[src/rtl/lmhp_regs.svh]
`ifndef LMHP_REGS_SVH
`define LMHP_REGS_SVH
`define LMHP_A_SCSI_DATA 8'h40
`define LMHP_A_PHASE 8'h42
`define LMHP_A_FIFO 8'h4A
`define LMHP_A_BUF_DATA 8'h50
`define LMHP_A_PIO 8'h52
`define LMHP_A_BUF_OUT 8'h53
`define LMHP_A_PTR0 8'h57
`define LMHP_A_PTR1 8'h58
`define LMHP_A_PTR2 8'h59
`define LMHP_A_WAIT 8'h5A
`define LMHP_A_STATUS 8'h79
`define LMHP_WAIT_MAX 4'hF
`define LMHP_B_INHIBIT 4
`define LMHP_B_BYTE_RDY 7
`define LMHP_B_DIR 3
`define LMHP_B_GO 2
`define LMHP_B_SYNC 1
`define LMHP_B_REQ 3
`define LMHP_B_ACK 4
`define LMHP_B_DRV 7
`define LMHP_FIFO_DEPTH 16
`define LMHP_PTR_STEP 24'h000001
`define LMHP_F_CNT_HI 7
`define LMHP_F_CNT_LO 4
`define LMHP_F_WAIT_HI 3
`define LMHP_F_PH_HI 2
`endif

[src/rtl/lmhp_pkg.sv]
package lmhp_pkg;
	typedef enum logic [1:0] {
		PIO_IDLE,
		PIO_REQ,
		PIO_ACK_OFF
	} lmhp_pio_state_t;

	typedef struct packed {
		logic        we;
		logic [23:0] addr;
		logic [7:0]  wdata;
	} lmhp_buf_req_t;
endpackage

[src/rtl/lmhp_host_port.sv]
`timescale 1ns/1ns
`include "lmhp_regs.svh"

module lmhp_fifo #(
	parameter int WIDTH = 8,
	parameter int DEPTH = 16
) (
	input  wire logic             clk,
	input  wire logic             rst_n,
	input  wire logic             in_valid,
	output logic                  in_ready,
	input  wire logic [WIDTH-1:0] in_data,
	output logic                  out_valid,
	input  wire logic             out_ready,
	output logic [WIDTH-1:0]      out_data
);
	localparam int AW = $clog2(DEPTH);
	logic [WIDTH-1:0] mem_q [DEPTH];
	logic [AW-1:0]    wr_q;
	logic [AW-1:0]    rd_q;
	logic [AW:0]      cnt_q;
	wire              push = in_valid & in_ready;
	wire              pop  = out_valid & out_ready;

	assign in_ready  = (cnt_q != (AW+1)'(DEPTH));
	assign out_valid = (cnt_q != '0);
	assign out_data  = mem_q[rd_q];

	always_ff @(posedge clk or negedge rst_n) begin
		if (!rst_n) begin
			wr_q  <= '0;
			rd_q  <= '0;
			cnt_q <= '0;
		end else begin
			if (push) wr_q <= (wr_q == AW'(DEPTH - 1)) ? '0 : wr_q + 1'b1;
			if (pop) rd_q <= (rd_q == AW'(DEPTH - 1)) ? '0 : rd_q + 1'b1;
			cnt_q <= cnt_q + {{AW{1'b0}}, push} - {{AW{1'b0}}, pop};
		end
	end

	always_ff @(posedge clk) begin
		if (push) mem_q[wr_q] <= in_data;
	end
endmodule

module lmhp_host_port (
	input  wire logic         sys_clk,
	input  wire logic         rst_n,
	input  wire logic [7:0]   ad_in,
	output logic [7:0]        ad_out,
	output logic              ad_oe,
	input  wire logic         addr_latch_en,
	input  wire logic         chip_select_n,
	input  wire logic         write_strobe_or_direction,
	input  wire logic         read_strobe_or_data_strobe,
	input  wire logic         bus_style_select,
	output logic              ready,
	output lmhp_pkg::lmhp_buf_req_t buf_req,
	output logic              buf_req_valid,
	input  wire logic         buf_gnt,
	input  wire logic [7:0]   buf_rdata,
	input  wire logic         dram_mode,
	input  wire logic         mem_oe_n_raw,
	input  wire logic         row_strobe_raw,
	input  wire logic         column_strobe_raw,
	output logic              buffer_output_enable_n,
	output logic              buffer_addr16_or_row_strobe,
	output logic              buffer_addr17_or_column_strobe,
	input  wire logic [7:0]   scsi_db_in,
	output logic [7:0]        scsi_db_out,
	output logic              scsi_db_oe,
	input  wire logic         scsi_req_in,
	input  wire logic         scsi_ack_in,
	output logic              scsi_req_out,
	output logic [2:0]        scsi_phase
);
	// ------------------------------------------------------------
	// Reset release
	// ------------------------------------------------------------
	logic rs1_q;
	logic rst_s_n;
	always_ff @(posedge sys_clk or negedge rst_n) begin
		if (!rst_n) begin
			rs1_q   <= 1'b0;
			rst_s_n <= 1'b0;
		end else begin
			rs1_q   <= 1'b1;
			rst_s_n <= rs1_q;
		end
	end

	// ------------------------------------------------------------
	// Strobe decode
	// ------------------------------------------------------------
	logic       rd_act_q;
	logic       wr_act_q;
	logic [7:0] addr_q;
	wire        sep_mode = bus_style_select;
	wire        sel      = ~chip_select_n;
	wire        dstb     = read_strobe_or_data_strobe;
	wire        rw       = write_strobe_or_direction;
	wire        rd_act   = sep_mode ? ~dstb : (dstb & rw);
	wire        wr_act   = sep_mode ? ~rw : (dstb & ~rw);
	wire        rd_start = rd_act & ~rd_act_q & sel;
	// Writes are taken at strobe end: wr rise, or ds fall with rw low.
	wire        wr_take  = wr_act_q & ~wr_act & sel;
	wire        acc_start = (rd_act | wr_act) & ~(rd_act_q | wr_act_q) & sel;

	always_ff @(posedge sys_clk or negedge rst_s_n) begin
		if (!rst_s_n) begin
			rd_act_q <= 1'b0;
			wr_act_q <= 1'b0;
			addr_q   <= 8'h00;
		end else begin
			rd_act_q <= rd_act;
			wr_act_q <= wr_act;
			if (addr_latch_en) addr_q <= ad_in;
		end
	end

	wire hit_scsi  = (addr_q == `LMHP_A_SCSI_DATA);
	wire hit_phase = (addr_q == `LMHP_A_PHASE);
	wire hit_fifo  = (addr_q == `LMHP_A_FIFO);
	wire hit_bdata = (addr_q == `LMHP_A_BUF_DATA);
	wire hit_pio   = (addr_q == `LMHP_A_PIO);
	wire hit_bout  = (addr_q == `LMHP_A_BUF_OUT);
	wire hit_p0    = (addr_q == `LMHP_A_PTR0);
	wire hit_p1    = (addr_q == `LMHP_A_PTR1);
	wire hit_p2    = (addr_q == `LMHP_A_PTR2);
	wire hit_wait  = (addr_q == `LMHP_A_WAIT);
	wire hit_stat  = (addr_q == `LMHP_A_STATUS);

	// ------------------------------------------------------------
	// Wait states
	// ------------------------------------------------------------
	logic [3:0] wait_q;
	logic [3:0] wcnt_q;
	assign ready = ~(acc_start & (wait_q != 4'h0)) & (wcnt_q == 4'h0);

	always_ff @(posedge sys_clk or negedge rst_s_n) begin
		if (!rst_s_n) begin
			wait_q <= `LMHP_WAIT_MAX;
			wcnt_q <= 4'h0;
		end else begin
			if (wr_take & hit_wait) wait_q <= ad_in[`LMHP_F_WAIT_HI:0];
			if (acc_start & (wait_q != 4'h0)) wcnt_q <= wait_q - 4'h1;
			else if (wcnt_q != 4'h0) wcnt_q <= wcnt_q - 4'h1;
		end
	end

	// ------------------------------------------------------------
	// Control registers
	// ------------------------------------------------------------
	logic [7:0]  phase_q;
	logic [7:0]  direct_q;
	logic [7:0]  bout_q;
	logic [23:0] ptr_q;
	logic [3:0]  cnt_q;
	logic        dir_q;
	logic        go_q;
	logic        sync_q;
	logic [7:0]  bdata_q;
	logic        byte_rdy_q;
	lmhp_pkg::lmhp_pio_state_t st_q;

	wire ptr_wr   = wr_take & (hit_p0 | hit_p1 | hit_p2);
	wire pio_wr   = wr_take & hit_pio;
	wire buf_done = buf_gnt & buf_req_valid;
	wire inhibit  = bout_q[`LMHP_B_INHIBIT];
	// A new buffer port access clears byte ready; a completion the same cycle wins.
	wire bdata_clr = (wr_take | rd_start) & hit_bdata;

	// ------------------------------------------------------------
	// Auto transfer FIFO
	// ------------------------------------------------------------
	logic       f_in_ready;
	logic       f_out_valid;
	logic [7:0] f_out_data;
	wire        eng_xfer  = (st_q == lmhp_pkg::PIO_REQ) & scsi_ack_in;
	wire        host_push = wr_take & hit_fifo & ~dir_q;
	wire        host_pop  = rd_start & hit_fifo & dir_q;
	wire        f_in_valid  = dir_q ? eng_xfer : host_push;
	wire [7:0]  f_in_data   = dir_q ? scsi_db_in : ad_in;
	wire        f_out_ready = dir_q ? host_pop : eng_xfer;

	lmhp_fifo #(
		.WIDTH (8),
		.DEPTH (`LMHP_FIFO_DEPTH)
	) u_fifo (
		.clk       (sys_clk),
		.rst_n     (rst_s_n),
		.in_valid  (f_in_valid),
		.in_ready  (f_in_ready),
		.in_data   (f_in_data),
		.out_valid (f_out_valid),
		.out_ready (f_out_ready),
		.out_data  (f_out_data)
	);

	// The engine raises REQ only when the FIFO can take or give a byte.
	wire eng_can = dir_q ? f_in_ready : f_out_valid;

	always_ff @(posedge sys_clk or negedge rst_s_n) begin
		if (!rst_s_n) begin
			st_q <= lmhp_pkg::PIO_IDLE;
		end else begin
			case (st_q)
				lmhp_pkg::PIO_IDLE: begin
					if (go_q & (cnt_q != 4'h0) & eng_can) st_q <= lmhp_pkg::PIO_REQ;
				end
				lmhp_pkg::PIO_REQ: begin
					// Sync mode does not wait for ACK release between bytes.
					if (scsi_ack_in) st_q <= sync_q ? lmhp_pkg::PIO_IDLE : lmhp_pkg::PIO_ACK_OFF;
				end
				lmhp_pkg::PIO_ACK_OFF: begin
					if (!scsi_ack_in) st_q <= lmhp_pkg::PIO_IDLE;
				end
				default: st_q <= lmhp_pkg::PIO_IDLE;
			endcase
		end
	end

	always_ff @(posedge sys_clk or negedge rst_s_n) begin
		if (!rst_s_n) begin
			phase_q  <= 8'h00;
			direct_q <= 8'h00;
			bout_q   <= 8'h00;
		end else if (wr_take) begin
			if (hit_phase) phase_q <= ad_in;
			if (hit_scsi) direct_q <= ad_in;
			if (hit_bout) bout_q <= ad_in;
		end
	end

	always_ff @(posedge sys_clk or negedge rst_s_n) begin
		if (!rst_s_n) begin
			cnt_q  <= 4'h0;
			dir_q  <= 1'b0;
			go_q   <= 1'b0;
			sync_q <= 1'b0;
		end else if (pio_wr) begin
			cnt_q  <= ad_in[`LMHP_F_CNT_HI:`LMHP_F_CNT_LO];
			dir_q  <= ad_in[`LMHP_B_DIR];
			go_q   <= ad_in[`LMHP_B_GO];
			sync_q <= ad_in[`LMHP_B_SYNC];
		end else begin
			if (eng_xfer) cnt_q <= cnt_q - 4'h1;
			if ((st_q == lmhp_pkg::PIO_IDLE) & (cnt_q == 4'h0)) go_q <= 1'b0;
		end
	end

	// ------------------------------------------------------------
	// Buffer data port
	// ------------------------------------------------------------
	always_ff @(posedge sys_clk or negedge rst_s_n) begin
		if (!rst_s_n) begin
			buf_req_valid <= 1'b0;
			buf_req       <= '0;
			bdata_q       <= 8'h00;
			byte_rdy_q    <= 1'b0;
			ptr_q         <= 24'h000000;
		end else begin
			byte_rdy_q <= buf_done | (byte_rdy_q & ~bdata_clr);
			if (wr_take & hit_bdata) begin
				buf_req_valid <= 1'b1;
				buf_req.we    <= 1'b1;
				buf_req.wdata <= ad_in;
			end else if (rd_start & hit_bdata) begin
				buf_req_valid <= 1'b1;
				buf_req.we    <= 1'b0;
			end else if (buf_done) begin
				buf_req_valid <= 1'b0;
			end
			if (buf_done & ~buf_req.we) bdata_q <= buf_rdata;
			if (ptr_wr) begin
				if (hit_p0) ptr_q[7:0] <= ad_in;
				if (hit_p1) ptr_q[15:8] <= ad_in;
				if (hit_p2) ptr_q[23:16] <= ad_in;
			end else if (buf_done) begin
				ptr_q <= ptr_q + `LMHP_PTR_STEP;
			end
			buf_req.addr <= ptr_wr ? buf_req.addr : ptr_q;
		end
	end

	// ------------------------------------------------------------
	// Read path and pins
	// ------------------------------------------------------------
	wire [7:0] phase_rd = {phase_q[`LMHP_B_DRV], scsi_ack_in, scsi_req_in, phase_q[`LMHP_B_ACK:0]};
	wire [7:0] pio_rd   = {cnt_q, dir_q, go_q, sync_q, 1'b0};
	wire [7:0] rd_mux   = hit_scsi  ? scsi_db_in :
	                      hit_phase ? phase_rd :
	                      hit_fifo  ? f_out_data :
	                      hit_bdata ? bdata_q :
	                      hit_pio   ? pio_rd :
	                      hit_bout  ? bout_q :
	                      hit_p0    ? ptr_q[7:0] :
	                      hit_p1    ? ptr_q[15:8] :
	                      hit_p2    ? ptr_q[23:16] :
	                      hit_wait  ? {4'h0, wait_q} :
	                      hit_stat  ? {byte_rdy_q, 7'h00} : 8'h00;

	// Read data freezes while a read is active so a prefetch cannot disturb it.
	always_ff @(posedge sys_clk or negedge rst_s_n) begin
		if (!rst_s_n) ad_out <= 8'h00;
		else if (!rd_act_q) ad_out <= rd_mux;
	end

	assign ad_oe = rd_act & sel & rd_act_q;

	wire eng_wr = go_q & ~dir_q;
	assign scsi_req_out = phase_q[`LMHP_B_REQ] | (st_q == lmhp_pkg::PIO_REQ);
	assign scsi_phase   = phase_q[`LMHP_F_PH_HI:0];
	assign scsi_db_out  = eng_wr ? f_out_data : direct_q;
	assign scsi_db_oe   = phase_q[`LMHP_B_DRV] | eng_wr;

	assign buffer_output_enable_n         = mem_oe_n_raw | inhibit;
	assign buffer_addr16_or_row_strobe    = row_strobe_raw | (inhibit & dram_mode);
	assign buffer_addr17_or_column_strobe = column_strobe_raw | (inhibit & dram_mode);
endmodule

[config.mk]
export PLATFORM = sky130hd
export DESIGN_NAME = lmhp_host_port
export DESIGN_NICKNAME = d
export VERILOG_FILES = /design/src/rtl/lmhp_pkg.sv /design/src/rtl/lmhp_host_port.sv
export VERILOG_INCLUDE_DIRS = /design/src /design/src/rtl
export SDC_FILE = /design/constraint.sdc
export NUM_CORES = 1
export LEC_CHECK = 0
export ABC_AREA = 1
export BUFFER_PORTS_ARGS = -buffer_cell sky130_fd_sc_hd__buf_2
export CAP_MARGIN = 20
export CORE_ASPECT_RATIO = 0.6
export CORE_MARGIN = 5
export CORE_UTILIZATION = 60
export DETAILED_ROUTE_END_ITERATION = 8
export PLACE_DENSITY = 0.8
export SYNTH_ARGS = -nofsm -noshare
export SYNTH_HDL_FRONTEND = slang
export SYNTH_SLANG_ARGS = --single-unit
[constraint.sdc]
create_clock -name sys_clk -period 4.9 [get_ports sys_clk]
set_clock_uncertainty 0.05 [all_clocks]
set_input_delay 0.245 -clock sys_clk [delete_from_list [all_inputs] [get_ports sys_clk]]
set_output_delay 0.245 -clock sys_clk [all_outputs]
set_load 0.01 [all_outputs]
==> results by group <==
STA
  – Setup repair after global routing missed its margin: no
  – Headroom to the max-slew limit: 30.8%
  – Number of hold violations in the final report: 0
  – Clock period minus final worst setup slack: 3.52 ns
  – Endpoints failing setup: 0
  – Worst-Margin Slew: 1.03 ns
  – WHS: 0.0222 ns
  – Fmax achieved: 284 MHz
  – Summed negative setup slack over all endpoints: 0 ns
  – Max-slew violation count: 0
  – Final cycle utilization of the critical path: 71.9%

Drt
  – Average detailed-routed wire length per instance: 19.9 µm
  – Number of vias in the routed layout: 10400
  – Post-route DRC: 0
  – Drt first-iter violations: 1557
  – First-pass iteration count of the detailed router: 6
  – Total detailed-routing wirelength: 35400 µm
  – Routed via count divided by cell count: 5.83
  – Residual antenna-violating net count after detailed routing: 0

Yosys
  – Top FF cell, synth: sky130_fd_sc_hd__dfrtp_1
  – Synth Warn #: 0
  – Sequential-to-total area share from yosys stat: 58.6%
  – Mean post-synth cell area: 9.09 µm²
  – Area share of the leading cell type in the synthesized netlist: 30.7%
  – Post-synth net total: 1429
  – Synth unique cells: 48
  – Cell type contributing the most total cell area after synthesis: sky130_fd_sc_hd__edfxtp_1
  – Most area-consuming cells after synthesis: sky130_fd_sc_hd__edfxtp_1 (31%), sky130_fd_sc_hd__dfrtp_1 (27%), sky130_fd_sc_hd__nand2_1 (11%), sky130_fd_sc_hd__nor2_1 (6.1%), sky130_fd_sc_hd__o21ai_0 (4.8%)
  – Share of synthesized flip-flops with an asynchronous set or reset: 52.1%
  – Most used standard cell by instance count after synthesis: sky130_fd_sc_hd__nand2_1
  – Commonest cells in the netlist: sky130_fd_sc_hd__nand2_1 (360), sky130_fd_sc_hd__nor2_1 (204), sky130_fd_sc_hd__dfrtp_1 (135)
  – Netlist area before placement: 12500 µm²
  – Synthesized instance count: 1376
  – Seq cells post-synth: 267
  – Count of flip-flops with a built-in enable after synthesis: 128

CTS
  – Post-CTS repair timing setup buffer count: 0
  – Maximum root-to-sink buffer count: 3
  – Clock-pin slew reported for the worst setup and hold paths after clock tree synthesis: 0.07 ns
  – H-tree level count: 1
  – CTS Root Buffer Type: sky130_fd_sc_hd__clkbuf_16
  – Clock buffers created by TritonCTS: 25
  – Count of hold buffers inserted by post-cts repair: 21
  – Source-to-sink clock delay at the later pin of the worst-skew pair: 0.53 ns
  – CTS tree: done
  – Count of clock tree sinks: 267
  – Number of gates given a new drive strength after cts: 0

Finish
  – End-of-flow core utilization: 70.5%
  – Layout-stage area growth over the synthesis result: 14.1%
  – Post-route non-filler standard cell count: 1779
  – Number of fill cells: 1478
  – Final layout net count: 1540
  – Antenna Cells: 0
  – Layout cell share with drive strength beyond 1: 13.3%

Floorplan
  – Horizontal die dimension: 196 µm
  – # IOs: 98
  – Row cnt: 40
  – Full die area: 23900 µm²
  – Starting density of the core: 61.8%
  – Y dimension of the die: 122 µm
  – Core footprint: 20200 µm²

Flow run
  – Maximum Capacitance Violations: 0

Setup path
  – Data arrival time of the worst path: 3.23 ns
  – Register-to-Register Path Depth: 13
  – Cell chain of the critical path: clkinv_1 -> nor2_1 -> o21ai_0 -> nand3_1 -> nand2_1 -> a31oi_1 -> buf_2
  – Critical Path Fanout Max: 19
  – Req. time, crit path: 4.61 ns
  – Slowest Stage Delay on Critical Path: 0.84 ns
  – Crit-path slowest cell: sky130_fd_sc_hd__dfrtp_1
  – Critical Path Sink Type: output pin
  – Kind of launch point of the worst setup path: flop
  – Worst Setup Path Type: flop to output pin

Power
  – Power per unit of standard cell area: 459 nW/µm²
  – Max VDD drop: 287 µV
  – Static leakage: 0.00630 µW

GRT
  – Overall routing resource usage: 29.4%
  – First-pass GRT wire length: 54600 µm
  – Antenna violations before repair: 0
  – Total overflow reported by the global router: 0
  – Pin count of the biggest net entering global routing: 87
  – Number of global-route vias before repair: 9610

Placed design
  – Count of buffers from port buffering: 97
  – Dpl hpwl: 25100 µm
  – Global placer's final weighted congestion: 0.990
  – Count of placed standard cells including taps: 1710

Hold path
  – Classification of the worst-slack hold path: input port to flop
  – Hold depth: 3

Run status
  – Status: finished clean
## worst max-delay path, delay by kind of cell, from the launching register on
family | cells | cell delay [ns]
compound gates | 2 | 0.35
buf+inv | 2 | 0.98
flops | 1 | 0.84
simple gates | 3 | 0.51
## layer usage
| metal | share of wire [%] | GRT usage, % | vias up |
|---|---|---|---|
| met5 | 0 | 0 | - |
| met4 | 1.4 | 5.10 | 0 |
| met3 | 16 | 12.0 | 45 |
| met2 | 39 | 38.7 | 709 |
| met1 | 44 | 46.0 | 4848 |
| li1 | - | - | 4776 |
## cell families (layout without fill, tap and decap cells)
kind of cell             after synthesis  in the layout  share of synthesized area (%)
other                                  1              1                         0.0300
flip-flops                           267            267                           58.6
multiplexers                           6              6                          0.540
AND/OR/NAND/NOR                      702            702                           23.6
XOR/XNOR                              24             24                           1.68
adder cells (fa/ha/maj)               15             15                           1.56
buffers and inverters                156            286                           5.01
AO/OA/AOI/OAI                        205            205                           8.93
## per-stage QoR
stage	setup slack, ns	instance area [µm²]	power [µW]
after CTS	1.39	14200	6510
after detailed placement	1.87	13200	4580
final	1.38	14300	6540
after floorplan	0.697	12500	4010
after global placement	1.96	13200	4530
after global routing	1.12	14300	6890
## power by group
group | internal [µW] | switching [µW] | total, µW
combinational | 582 | 1210 | 1790
sequential | 2570 | 255 | 2820
clock | 1080 | 848 | 1930
total | 4230 | 2310 | 6540
## cell type report
type | count | area, µm² | share of cell area, %
inverter | 106 | 398 | 2.79
sequential | 267 | 7330 | 51.4
clock buffer | 34 | 713 | 5.00
multi-input combinational | 953 | 4550 | 31.9
timing repair buffer | 134 | 828 | 5.81
tap | 273 | 342 | 2.39
clock inverter | 12 | 101 | 0.711
## state kept, by name, indices dropped and copies added, names as in the netlist, 2 cells and up
name          cells
phase_q           6
cnt_q             4
bdata_q           8
wcnt_q            4
buf_req          33
u_fifo.mem_q    128
bout_q            8
addr_q            8
u_fifo.cnt_q      5
direct_q          8
st_q              2
wait_q            4
u_fifo.rd_q       4
u_fifo.wr_q       4
ptr_q            24
ad_out            8
## final timing paths
path                                                 start              end  slack (ns)
worst max register to register                    rd_act_q  u_fifo.cnt_q[4]        1.75
worst max-delay path                        u_fifo.rd_q[1]   scsi_db_out[4]        1.38
min in group asynchronous                          rst_s_n      buf_req[13]        0.32
worst min register to register                     rst_s_n      buf_req[13]        0.32
max in group asynchronous                          rst_s_n        wait_q[2]        3.54
worst min-delay path            read_strobe_or_data_strobe         wr_act_q        0.02
## cells in the final DEF (no fill, tap or decap), drive strengths merged, types with 2 or more instances in the layout
cell,instances
dfrtp,135
a31oi,27
nand3b,6
clkinv,10
nand3,81
xor2,24
dfstp,4
nor3,12
buf,113
inv,104
or2,4
nand2,369
mux2,6
o21ai,127
nor2,213
edfxtp,128
o221ai,2
dlygate4sd3,21
clkinvlp,3
nand4,16
ha,14
o21bai,2
a21oi,37
o211ai,5
clkbuf,34
Note: power is estimated with default switching activity, not from simulation.
